--- config.mk ---
export PLATFORM = sky130hd
export DESIGN_NAME = async_serial_channel
export DESIGN_NICKNAME = d
export VERILOG_FILES = /design/src/baud_divider.v /design/src/serial_receiver.v /design/src/async_serial_channel.v
export VERILOG_INCLUDE_DIRS = /design/src
export SDC_FILE = /design/constraint.sdc
export NUM_CORES = 1
export LEC_CHECK = 0
export ABC_AREA = 1
export BUFFER_PORTS_ARGS = -buffer_cell sky130_fd_sc_hd__buf_2
export CAP_MARGIN = 10
export CORE_AREA = 2 2 122 124
export DETAILED_ROUTE_END_ITERATION = 8
export DIE_AREA = 0 0 124 126
export GPL_TIMING_DRIVEN = 0
export PLACE_DENSITY = 0.79
export SLEW_MARGIN = 40
export SYNTH_ARGS = -nofsm -noshare
export SYNTH_HDL_FRONTEND = slang
export SYNTH_SLANG_ARGS = --single-unit
--- constraint.sdc ---
create_clock -name ref_clk_i -period 15.4 [get_ports ref_clk_i]
set_input_delay 4.62 -clock ref_clk_i [delete_from_list [all_inputs] [get_ports ref_clk_i]]
set_output_delay 4.62 -clock ref_clk_i [all_outputs]
set_load 0.05 [all_outputs]
--- src/async_serial_defs.vh ---
`ifndef ASYNC_SERIAL_DEFS_VH
`define ASYNC_SERIAL_DEFS_VH
// register offsets on the host port
`define OFS_HOLD 3'h0
`define OFS_MASK 3'h1
`define OFS_IDENT 3'h2
`define OFS_FORMAT 3'h3
`define OFS_MCTRL 3'h4
`define OFS_LSTATE 3'h5
`define OFS_MSTATE 3'h6
`define OFS_SCRATCH 3'h7
// line format field positions
`define FMT_STOP 2
`define FMT_PAR 3
`define FMT_EVEN 4
`define FMT_STICK 5
`define FMT_BREAK 6
`define FMT_DIV 7
// interrupt mask field positions
`define MASK_RXD 0
`define MASK_HOLD 1
`define MASK_LINE 2
`define MASK_MODEM 3
// identification codes, bits 2..1
`define ID_LINE 2'b11
`define ID_RXD 2'b10
`define ID_HOLD 2'b01
`define ID_MODEM 2'b00
// reset values
`define RST_MASK 4'h0
`define RST_FORMAT 8'h00
`define RST_MCTRL 5'h00
`define RST_DIVISOR 16'h0001
`define RST_IDENT 8'h01
`define RST_SCRATCH 8'h00
// timing in 16x ticks, last tick index of each span
`define TICK_START_MID 4'h7
`define TICK_BIT_LAST 4'hf
`define TICK_STOP_ONE 5'h0f
`define TICK_STOP_HALF 5'h17
`define TICK_STOP_TWO 5'h1f
`endif

--- src/baud_divider.v ---
`timescale 1ns/1ns
`include "async_serial_defs.vh"
module baud_divider #(
	parameter WIDTH = 16
) (
	// clock and reset
	input wire ref_clk_i,
	input wire sys_rst_i,
	// divisor from the two latch bytes
	input wire [WIDTH-1:0] divisor_i,
	// one-cycle pulse at 16x bit rate
	output reg tick_o
);

reg [WIDTH-1:0] count;

////////////////////////////////////////////////////////////////
// divide by divisor; zero stops the timebase
always @(posedge ref_clk_i or posedge sys_rst_i) begin
	if (sys_rst_i) begin
		count <= {WIDTH{1'b0}};
		tick_o <= 1'b0;
	end else if (divisor_i == {WIDTH{1'b0}}) begin
		count <= {WIDTH{1'b0}};
		tick_o <= 1'b0;
	end else if (count >= divisor_i - 1'b1) begin
		count <= {WIDTH{1'b0}};
		tick_o <= 1'b1;
	end else begin
		count <= count + 1'b1;
		tick_o <= 1'b0;
	end
end

endmodule // baud_divider

--- src/serial_receiver.v ---
`timescale 1ns/1ns
`include "async_serial_defs.vh"
module serial_receiver (
	// clock and reset
	input wire ref_clk_i,
	input wire sys_rst_i,
	// timebase and synchronised line
	input wire tick_i,
	input wire rxd_i,
	input wire [7:0] format_i,
	// completed character
	output reg done_o,
	output reg [7:0] data_o,
	output reg parity_err_o,
	output reg frame_err_o,
	output reg break_o
);

localparam S_IDLE = 3'd0;
localparam S_START = 3'd1;
localparam S_DATA = 3'd2;
localparam S_PAR = 3'd3;
localparam S_STOP = 3'd4;

// parity over the active data bits
function par_of;
	input [7:0] d;
	input [7:0] f;
	reg [7:0] m;
	begin
		m = d & (8'hff >> (2'd3 - f[1:0]));
		if (f[`FMT_STICK])
			par_of = ~f[`FMT_EVEN];
		else
			par_of = f[`FMT_EVEN] ? ^m : ~^m;
	end
endfunction

reg [2:0] state;
reg [3:0] cnt;
reg [2:0] bitn;
reg [7:0] shift;
reg pbit;
reg prev;
wire [2:0] last_bit = {1'b1, format_i[1:0]};

////////////////////////////////////////////////////////////////
// start validation and mid-bit sampling
always @(posedge ref_clk_i or posedge sys_rst_i) begin
	if (sys_rst_i) begin
		state <= S_IDLE;
		cnt <= 4'h0;
		bitn <= 3'd0;
		shift <= 8'h00;
		pbit <= 1'b0;
		prev <= 1'b1;
		done_o <= 1'b0;
		data_o <= 8'h00;
		parity_err_o <= 1'b0;
		frame_err_o <= 1'b0;
		break_o <= 1'b0;
	end else begin
		prev <= rxd_i;
		done_o <= 1'b0;
		case (state)
		S_IDLE: begin
			cnt <= 4'h0;
			if (prev && !rxd_i)
				state <= S_START;
		end
		S_START: if (tick_i) begin
			if (cnt == `TICK_START_MID) begin
				cnt <= 4'h0;
				bitn <= 3'd0;
				shift <= 8'h00;
				pbit <= 1'b0;
				// a spike that is gone by mid-bit is dropped
				state <= rxd_i ? S_IDLE : S_DATA;
			end else
				cnt <= cnt + 1'b1;
		end
		S_DATA: if (tick_i) begin
			cnt <= cnt + 1'b1;
			if (cnt == `TICK_BIT_LAST) begin
				shift[bitn] <= rxd_i;
				bitn <= bitn + 1'b1;
				if (bitn == last_bit)
					state <= format_i[`FMT_PAR] ? S_PAR : S_STOP;
			end
		end
		S_PAR: if (tick_i) begin
			cnt <= cnt + 1'b1;
			if (cnt == `TICK_BIT_LAST) begin
				pbit <= rxd_i;
				state <= S_STOP;
			end
		end
		S_STOP: if (tick_i) begin
			cnt <= cnt + 1'b1;
			if (cnt == `TICK_BIT_LAST) begin
				done_o <= 1'b1;
				data_o <= shift;
				parity_err_o <= format_i[`FMT_PAR] &&
					(pbit != par_of(shift, format_i));
				frame_err_o <= !rxd_i;
				break_o <= !rxd_i && shift == 8'h00 && !pbit;
				state <= S_IDLE;
			end
		end
		default: state <= S_IDLE;
		endcase
	end
end

endmodule // serial_receiver

--- src/async_serial_channel.v ---
`timescale 1ns/1ns
`include "async_serial_defs.vh"
module async_serial_channel #(
	parameter DIV_WIDTH = 16
) (
	// clock and reset
	input wire ref_clk_i,
	input wire sys_rst_i,
	// host register port
	input wire [2:0] addr_i,
	input wire [7:0] wr_data_i,
	input wire wr_i,
	input wire rd_i,
	output reg [7:0] rd_data_o,
	// serial line
	input wire rxd_i,
	output reg txd_o,
	output wire baud_out_o,
	// modem lines, active low
	input wire cts_n_i,
	input wire dsr_n_i,
	input wire ri_n_i,
	input wire cd_n_i,
	output reg dtr_n_o,
	output reg rts_n_o,
	output reg user_output_two_n_o,
	// interrupt pin
	output reg int_o,
	output reg int_oe_o
);

localparam T_IDLE = 3'd0;
localparam T_START = 3'd1;
localparam T_DATA = 3'd2;
localparam T_PAR = 3'd3;
localparam T_STOP = 3'd4;

// parity over the active data bits
function par_of;
	input [7:0] d;
	input [7:0] f;
	reg [7:0] m;
	begin
		m = d & (8'hff >> (2'd3 - f[1:0]));
		if (f[`FMT_STICK])
			par_of = ~f[`FMT_EVEN];
		else
			par_of = f[`FMT_EVEN] ? ^m : ~^m;
	end
endfunction

////////////////////////////////////////////////////////////////
// pin synchronisers: cts, dsr, ri, cd, rxd
reg [4:0] pin_s1;
reg [4:0] pin_s2;
reg [3:0] modem_prev;

always @(posedge ref_clk_i or posedge sys_rst_i) begin
	if (sys_rst_i) begin
		pin_s1 <= 5'h1f;
		pin_s2 <= 5'h1f;
	end else begin
		pin_s1 <= {rxd_i, cd_n_i, ri_n_i, dsr_n_i, cts_n_i};
		pin_s2 <= pin_s1;
	end
end

////////////////////////////////////////////////////////////////
// register state
reg [3:0] mask;
reg [7:0] format;
reg [4:0] mctrl;
reg [7:0] scratch;
reg [DIV_WIDTH-1:0] divisor;
reg [7:0] hold_data;
reg hold_empty;
reg hold_irq;
reg [7:0] rx_data;
reg data_ready;
reg overrun;
reg perr;
reg ferr;
reg brk;
reg [3:0] mdelta;

// transmitter state
reg [2:0] tstate;
reg [4:0] tcnt;
reg [2:0] tbit;
reg [7:0] tshift;
reg tpar;

// receiver and timebase wires
wire tick;
wire rx_done;
wire [7:0] rx_char;
wire rx_perr;
wire rx_ferr;
wire rx_brk;

////////////////////////////////////////////////////////////////
// address decode; divisor bytes bank over offsets 0 and 1
wire div_sel = format[`FMT_DIV];
wire at_hold = addr_i == `OFS_HOLD;
wire at_mask = addr_i == `OFS_MASK;
wire wr_hold = wr_i && at_hold && !div_sel;
wire wr_mask = wr_i && at_mask && !div_sel;
wire wr_dlo = wr_i && at_hold && div_sel;
wire wr_dhi = wr_i && at_mask && div_sel;
wire rd_hold = rd_i && at_hold && !div_sel;
wire rd_ident = rd_i && addr_i == `OFS_IDENT;
wire rd_lstate = rd_i && addr_i == `OFS_LSTATE;
wire rd_mstate = rd_i && addr_i == `OFS_MSTATE;

// transmitter takes the held character when idle
wire tx_idle = tstate == T_IDLE;
wire tx_load = tx_idle && !hold_empty;
// a write while both stages are full is dropped
wire hold_take = wr_hold && (hold_empty || tx_idle);

////////////////////////////////////////////////////////////////
// interrupt sources after masking
wire line_pend = mask[`MASK_LINE] &&
	(overrun || perr || ferr || brk);
wire rxd_pend = mask[`MASK_RXD] && data_ready;
wire hold_pend = mask[`MASK_HOLD] && hold_irq;
wire modem_pend = mask[`MASK_MODEM] && |mdelta;

// priority encode; a lower source stays hidden meanwhile
reg [7:0] ident;
always @* begin
	ident = `RST_IDENT;
	if (line_pend)
		ident = {5'h00, `ID_LINE, 1'b0};
	else if (rxd_pend)
		ident = {5'h00, `ID_RXD, 1'b0};
	else if (hold_pend)
		ident = {5'h00, `ID_HOLD, 1'b0};
	else if (modem_pend)
		ident = {5'h00, `ID_MODEM, 1'b0};
end

wire temt = hold_empty && tx_idle;
wire [7:0] lstate = {1'b0, temt, hold_empty, brk, ferr, perr,
	overrun, data_ready};
wire [7:0] mstate = {~pin_s2[3:0], mdelta};

////////////////////////////////////////////////////////////////
// read data selection
reg [7:0] rmux;
always @* begin
	case (addr_i)
	`OFS_HOLD: rmux = div_sel ? divisor[7:0] : rx_data;
	`OFS_MASK: rmux = div_sel ? divisor[15:8] : {4'h0, mask};
	`OFS_IDENT: rmux = ident;
	`OFS_FORMAT: rmux = format;
	`OFS_MCTRL: rmux = {3'h0, mctrl};
	`OFS_LSTATE: rmux = lstate;
	`OFS_MSTATE: rmux = mstate;
	default: rmux = scratch;
	endcase
end

////////////////////////////////////////////////////////////////
// host writes to control registers
always @(posedge ref_clk_i or posedge sys_rst_i) begin
	if (sys_rst_i) begin
		mask <= `RST_MASK;
		format <= `RST_FORMAT;
		mctrl <= `RST_MCTRL;
		scratch <= `RST_SCRATCH;
		divisor <= `RST_DIVISOR;
	end else if (wr_i) begin
		if (wr_mask)
			mask <= wr_data_i[3:0];
		if (wr_dlo)
			divisor[7:0] <= wr_data_i;
		if (wr_dhi)
			divisor[15:8] <= wr_data_i;
		if (addr_i == `OFS_FORMAT)
			format <= wr_data_i;
		if (addr_i == `OFS_MCTRL)
			mctrl <= wr_data_i[4:0];
		if (addr_i == `OFS_SCRATCH)
			scratch <= wr_data_i;
	end
end

////////////////////////////////////////////////////////////////
// holding register and its empty flag
always @(posedge ref_clk_i or posedge sys_rst_i) begin
	if (sys_rst_i) begin
		hold_data <= 8'h00;
		hold_empty <= 1'b1;
	end else begin
		if (tx_load)
			hold_empty <= 1'b1;
		// write after load so a same-cycle write stays held
		if (hold_take) begin
			hold_data <= wr_data_i;
			hold_empty <= 1'b0;
		end
	end
end

// hold interrupt: set on move to shifter, or on enable while empty
wire hold_set = tx_load ||
	(wr_mask && wr_data_i[`MASK_HOLD] && hold_empty);
wire hold_clr = hold_take ||
	(rd_ident && ident[2:0] == {`ID_HOLD, 1'b0});

always @(posedge ref_clk_i or posedge sys_rst_i) begin
	if (sys_rst_i)
		hold_irq <= 1'b0;
	else if (hold_set)
		hold_irq <= 1'b1;
	else if (hold_clr)
		hold_irq <= 1'b0;
end

////////////////////////////////////////////////////////////////
// transmit shifter, advanced by the 16x tick
wire [4:0] stop_last = !format[`FMT_STOP] ? `TICK_STOP_ONE :
	(format[1:0] == 2'b00) ? `TICK_STOP_HALF : `TICK_STOP_TWO;
wire cell_end = tcnt == {1'b0, `TICK_BIT_LAST};

always @(posedge ref_clk_i or posedge sys_rst_i) begin
	if (sys_rst_i) begin
		tstate <= T_IDLE;
		tcnt <= 5'h00;
		tbit <= 3'd0;
		tshift <= 8'h00;
		tpar <= 1'b0;
	end else begin
		case (tstate)
		T_IDLE: if (tx_load) begin
			tshift <= hold_data;
			tpar <= par_of(hold_data, format);
			tcnt <= 5'h00;
			tbit <= 3'd0;
			tstate <= T_START;
		end
		T_START: if (tick) begin
			tcnt <= cell_end ? 5'h00 : tcnt + 1'b1;
			if (cell_end)
				tstate <= T_DATA;
		end
		T_DATA: if (tick) begin
			tcnt <= cell_end ? 5'h00 : tcnt + 1'b1;
			if (cell_end) begin
				tshift <= {1'b0, tshift[7:1]};
				tbit <= tbit + 1'b1;
				if (tbit == {1'b1, format[1:0]})
					tstate <= format[`FMT_PAR] ? T_PAR : T_STOP;
			end
		end
		T_PAR: if (tick) begin
			tcnt <= cell_end ? 5'h00 : tcnt + 1'b1;
			if (cell_end)
				tstate <= T_STOP;
		end
		T_STOP: if (tick) begin
			tcnt <= tcnt + 1'b1;
			if (tcnt == stop_last) begin
				tcnt <= 5'h00;
				tstate <= T_IDLE;
			end
		end
		default: tstate <= T_IDLE;
		endcase
	end
end

// line level for the current cell
reg line_bit;
always @* begin
	case (tstate)
	T_START: line_bit = 1'b0;
	T_DATA: line_bit = tshift[0];
	T_PAR: line_bit = tpar;
	default: line_bit = 1'b1;
	endcase
end

////////////////////////////////////////////////////////////////
// receive status; every set wins over a same-cycle read
always @(posedge ref_clk_i or posedge sys_rst_i) begin
	if (sys_rst_i) begin
		rx_data <= 8'h00;
		data_ready <= 1'b0;
		overrun <= 1'b0;
		perr <= 1'b0;
		ferr <= 1'b0;
		brk <= 1'b0;
	end else begin
		if (rx_done)
			rx_data <= rx_char;
		data_ready <= rx_done || (data_ready && !rd_hold);
		overrun <= (rx_done && data_ready) ||
			(overrun && !rd_lstate);
		perr <= (rx_done && rx_perr) || (perr && !rd_lstate);
		ferr <= (rx_done && rx_ferr) || (ferr && !rd_lstate);
		brk <= (rx_done && rx_brk) || (brk && !rd_lstate);
	end
end

////////////////////////////////////////////////////////////////
// modem change flags; only the second sync stage is compared
always @(posedge ref_clk_i or posedge sys_rst_i) begin
	if (sys_rst_i) begin
		modem_prev <= 4'hf;
		mdelta <= 4'h0;
	end else begin
		modem_prev <= pin_s2[3:0];
		mdelta <= (pin_s2[3:0] ^ modem_prev) |
			(mdelta & {4{!rd_mstate}});
	end
end

////////////////////////////////////////////////////////////////
// registered pins and read data
always @(posedge ref_clk_i or posedge sys_rst_i) begin
	if (sys_rst_i) begin
		rd_data_o <= 8'h00;
		txd_o <= 1'b1;
		dtr_n_o <= 1'b1;
		rts_n_o <= 1'b1;
		user_output_two_n_o <= 1'b1;
		int_o <= 1'b0;
		int_oe_o <= 1'b0;
	end else begin
		if (rd_i)
			rd_data_o <= rmux;
		// break overrides whatever cell is on the line
		txd_o <= format[`FMT_BREAK] ? 1'b0 : line_bit;
		dtr_n_o <= ~mctrl[0];
		rts_n_o <= ~mctrl[1];
		user_output_two_n_o <= ~mctrl[3];
		int_o <= !ident[0];
		int_oe_o <= mctrl[3];
	end
end

////////////////////////////////////////////////////////////////
// timebase and receiver
baud_divider #(
	.WIDTH(DIV_WIDTH)
) u_baud (
	.ref_clk_i(ref_clk_i),
	.sys_rst_i(sys_rst_i),
	.divisor_i(divisor),
	.tick_o(tick)
);

assign baud_out_o = tick;

serial_receiver u_rx (
	.ref_clk_i(ref_clk_i),
	.sys_rst_i(sys_rst_i),
	.tick_i(tick),
	.rxd_i(pin_s2[4]),
	.format_i(format),
	.done_o(rx_done),
	.data_o(rx_char),
	.parity_err_o(rx_perr),
	.frame_err_o(rx_ferr),
	.break_o(rx_brk)
);

endmodule // async_serial_channel

==> out/metrics.yaml <==
setup_path:
  slowest_stage: "dfrtp_1"
  crit_path_end_kind: "primary output"
  cpLargestDelayFamily: "flip-flops"
  cp-start-kind: "flip-flop"
  path_max_fanout: 5
  critPathBufInv: 1
  cp_data_required_time_ps: 10780
  critPathKind: "reg -> out"
  worstPathArrival_ps: 1210
  crit_path_max_incr_delay_ps: 470
  crit_chain: "buf_2"
min_path:
  hp-class: "reg -> reg"
global_routing:
  met2_usage: 0.433
  grt.busiest_layer: "met2"
  antenna_found_initial: 0
  grt_first_pass_wirelength_mm: 34.1
  grt_use_met3: 0.0639
  grt_overflow: 0
  grt.met1_usage: 0.392
  grt_use_total: 0.282
  grt_max_degree: 85
  grt_pass1_vias: 6957
power:
  p_per_area_nw_per_um2: 141
  peakVddDrop_mv: 0.120
  total_power_mw: 1.38
  p_leak_nw: 4.76
logic_synthesis:
  synthesis.area_sq_um: 8690
  synthCells: 1052
  seq_area_frac_synth: 0.478
  ys_ff_latch: 165
  syn_nets: 1098
  yosysWarnings: 0
  synth.distinct_cells: 52
  avgSynthCellArea_sq_um: 8.26
final_layout:
  final_cell_mix: "nand2_1, dfrtp_1, inv_1"
  reg.largest.list: "divisor: 16 flops, u_baud.count: 16 flops"
  n_fill_cell: 1156
  fin_nets: 1150
  finalNonFillerCells: 1301
  drive_above_1_share: 0.146
  diodes: 0
  areaGrowthSynthToFinish_pct: 12.6
  final_common_cell: "nand2_1"
clock_network:
  cts_root_buffer: "clkbuf_16"
  cts-htree-levels: 4
  path_clk_slew_ps: 60
  cts_tree: "yes"
  hold_buffers: 0
  cts_buffer_depth: 2
  clock_latency_ps: 440
  cts.sinks: 165
  ctsResizeCount: 0
  cts_made_buffers: 17
  post_cts_buffers: 0
flow_run:
  drv_cap: 0
drt:
  routed_wl_mm: 20.8
  vias: 7294
  via_per_inst: 5.61
  post_drt_wl_per_cell_um: 16.0
  dr.pass1.iters: 5
  drcViolationCount: 0
  antenna_left: 0
  drtIter0Drc: 692
sta:
  final-setup-viol-count: 0
  hold_ws_ps: 355
  finalCriticalPeriod_ps: 5830
  max_freq_mhz: 172
  slew_violations: 0
  worst_pin_slew_ps: 450
  final.setup.tns_ps: 0
  period_share: 0.379
  finClkSkew_ps: 7.88
  grt_setup_unrepaired: "false"
  max_slew_margin: 0.699
  hold_violations: 0
placed_design:
  port-buffer-count: 31
  dp_hpwl_mm: 14.8
  gp_congestion: 0.960
  dp.cells: 1269
floorplanning:
  dieArea_sq_um: 15600
  die_y_um: 126
  rows: 44
  io_pins: 35
  fp.dieW_um: 124
  initial_core_util: 0.607
  core_area_sq_um: 14300
status:
  outcome: "finished clean"
through the flow:
step | setup WS [ps] | util | cell area, sq um
finish | 9570 | 0.684 | 9790
CTS | 9560 | 0.684 | 9790
floorplan | 6350 | - | 8690
global route | 9540 | 0.684 | 9790
detailed placement | 9420 | 0.639 | 9140
global placement | 4610 | 0.634 | 9080
final cells by class:
class                      count  area (sq um)  share of cell area
tap                          184           230              0.0235
multi-input combinational    736          3910               0.399
timing repair buffer          33           210              0.0215
clock inverter                12           201              0.0206
clock buffer                  20           447              0.0456
buffer                        21           135              0.0138
sequential                   165          4160               0.424
inverter                     130           505              0.0516
layer usage:
layer  wire [um]  vias up  share of wire
met5           0        -              0
met3        1380       46          0.066
met4         533        0          0.026
met2        9730      241           0.47
met1        9110     3462           0.44
li1            -     3545              -
synthesized netlist by cell type (all sizes together):
| cell | count | area share |
|---|---|---|
| a211oi | 4 | 0.0035 |
| nand3b | 2 | 0.0022 |
| nor3 | 15 | 0.011 |
| clkbuf | 5 | 0.0022 |
| nand3 | 71 | 0.048 |
| a31o | 1 | 0.0010 |
| xor2 | 13 | 0.013 |
| nor4 | 2 | 0.0014 |
| nand2 | 279 | 0.13 |
| a31oi | 10 | 0.0072 |
| inv | 129 | 0.057 |
| a22o | 1 | 0.0010 |
| mux2i | 5 | 0.0058 |
| dfrtp | 144 | 0.41 |
| nor2 | 97 | 0.049 |
| a21boi | 1 | 0.00086 |
| clkinv | 1 | 0.00043 |
| o221ai | 1 | 0.0010 |
| nand4 | 20 | 0.016 |
| o2111ai | 1 | 0.0010 |
| o22ai | 6 | 0.0043 |
| a21oi | 29 | 0.017 |
| buf | 16 | 0.013 |
| o211ai | 5 | 0.0043 |
| or2 | 4 | 0.0029 |
| o21a | 1 | 0.00086 |
| o31ai | 3 | 0.0042 |
| o21bai | 1 | 0.00086 |
| dfstp | 21 | 0.063 |
| ha | 26 | 0.037 |
| a22oi | 1 | 0.0014 |
| o21ai | 122 | 0.071 |
| xnor2 | 15 | 0.015 |
final timing paths:
path | start | endpoint | slack [ps] | cells after the start
max in group asynchronous | sys_rst_i | dtr_n_o$_DFF_PP1_ | 10710 | 3
max reg2reg | divisor[0]$_DFFE_PP1P_ | u_baud.count[11]$_DFF_PP0_ | 12100 | 17
max | u_baud.tick_o$_DFF_PP0_ | baud_out_o | 9570 | 1
min in group asynchronous | sys_rst_i | rd_data_o[2]$_DFFE_PP0P_ | 4070 | 2
min | pin_s1[2]$_DFF_PP1_ | pin_s2[2]$_DFF_PP1_ | 360 | 0
min reg2reg | pin_s1[2]$_DFF_PP1_ | pin_s2[2]$_DFF_PP1_ | 360 | 0
cell families after synthesis:
family                     Yosys count  share of synthesized area
and+or+nand+nor                    490                      0.258
adders and majority gates           26                     0.0374
AOI/OAI and AO/OA                  187                      0.119
buffers and inverters              151                     0.0728
DFF                                165                      0.478
muxes                                5                    0.00576
xor gates and xnor gates            28                     0.0282
where the power goes:
part	internal, mW	switching (mW)
combinational	0.125	0.225
clock	0.293	0.177
sequential	0.495	0.0640
total	0.913	0.465
No activity file was read; power rests on OpenSTA's default activity.
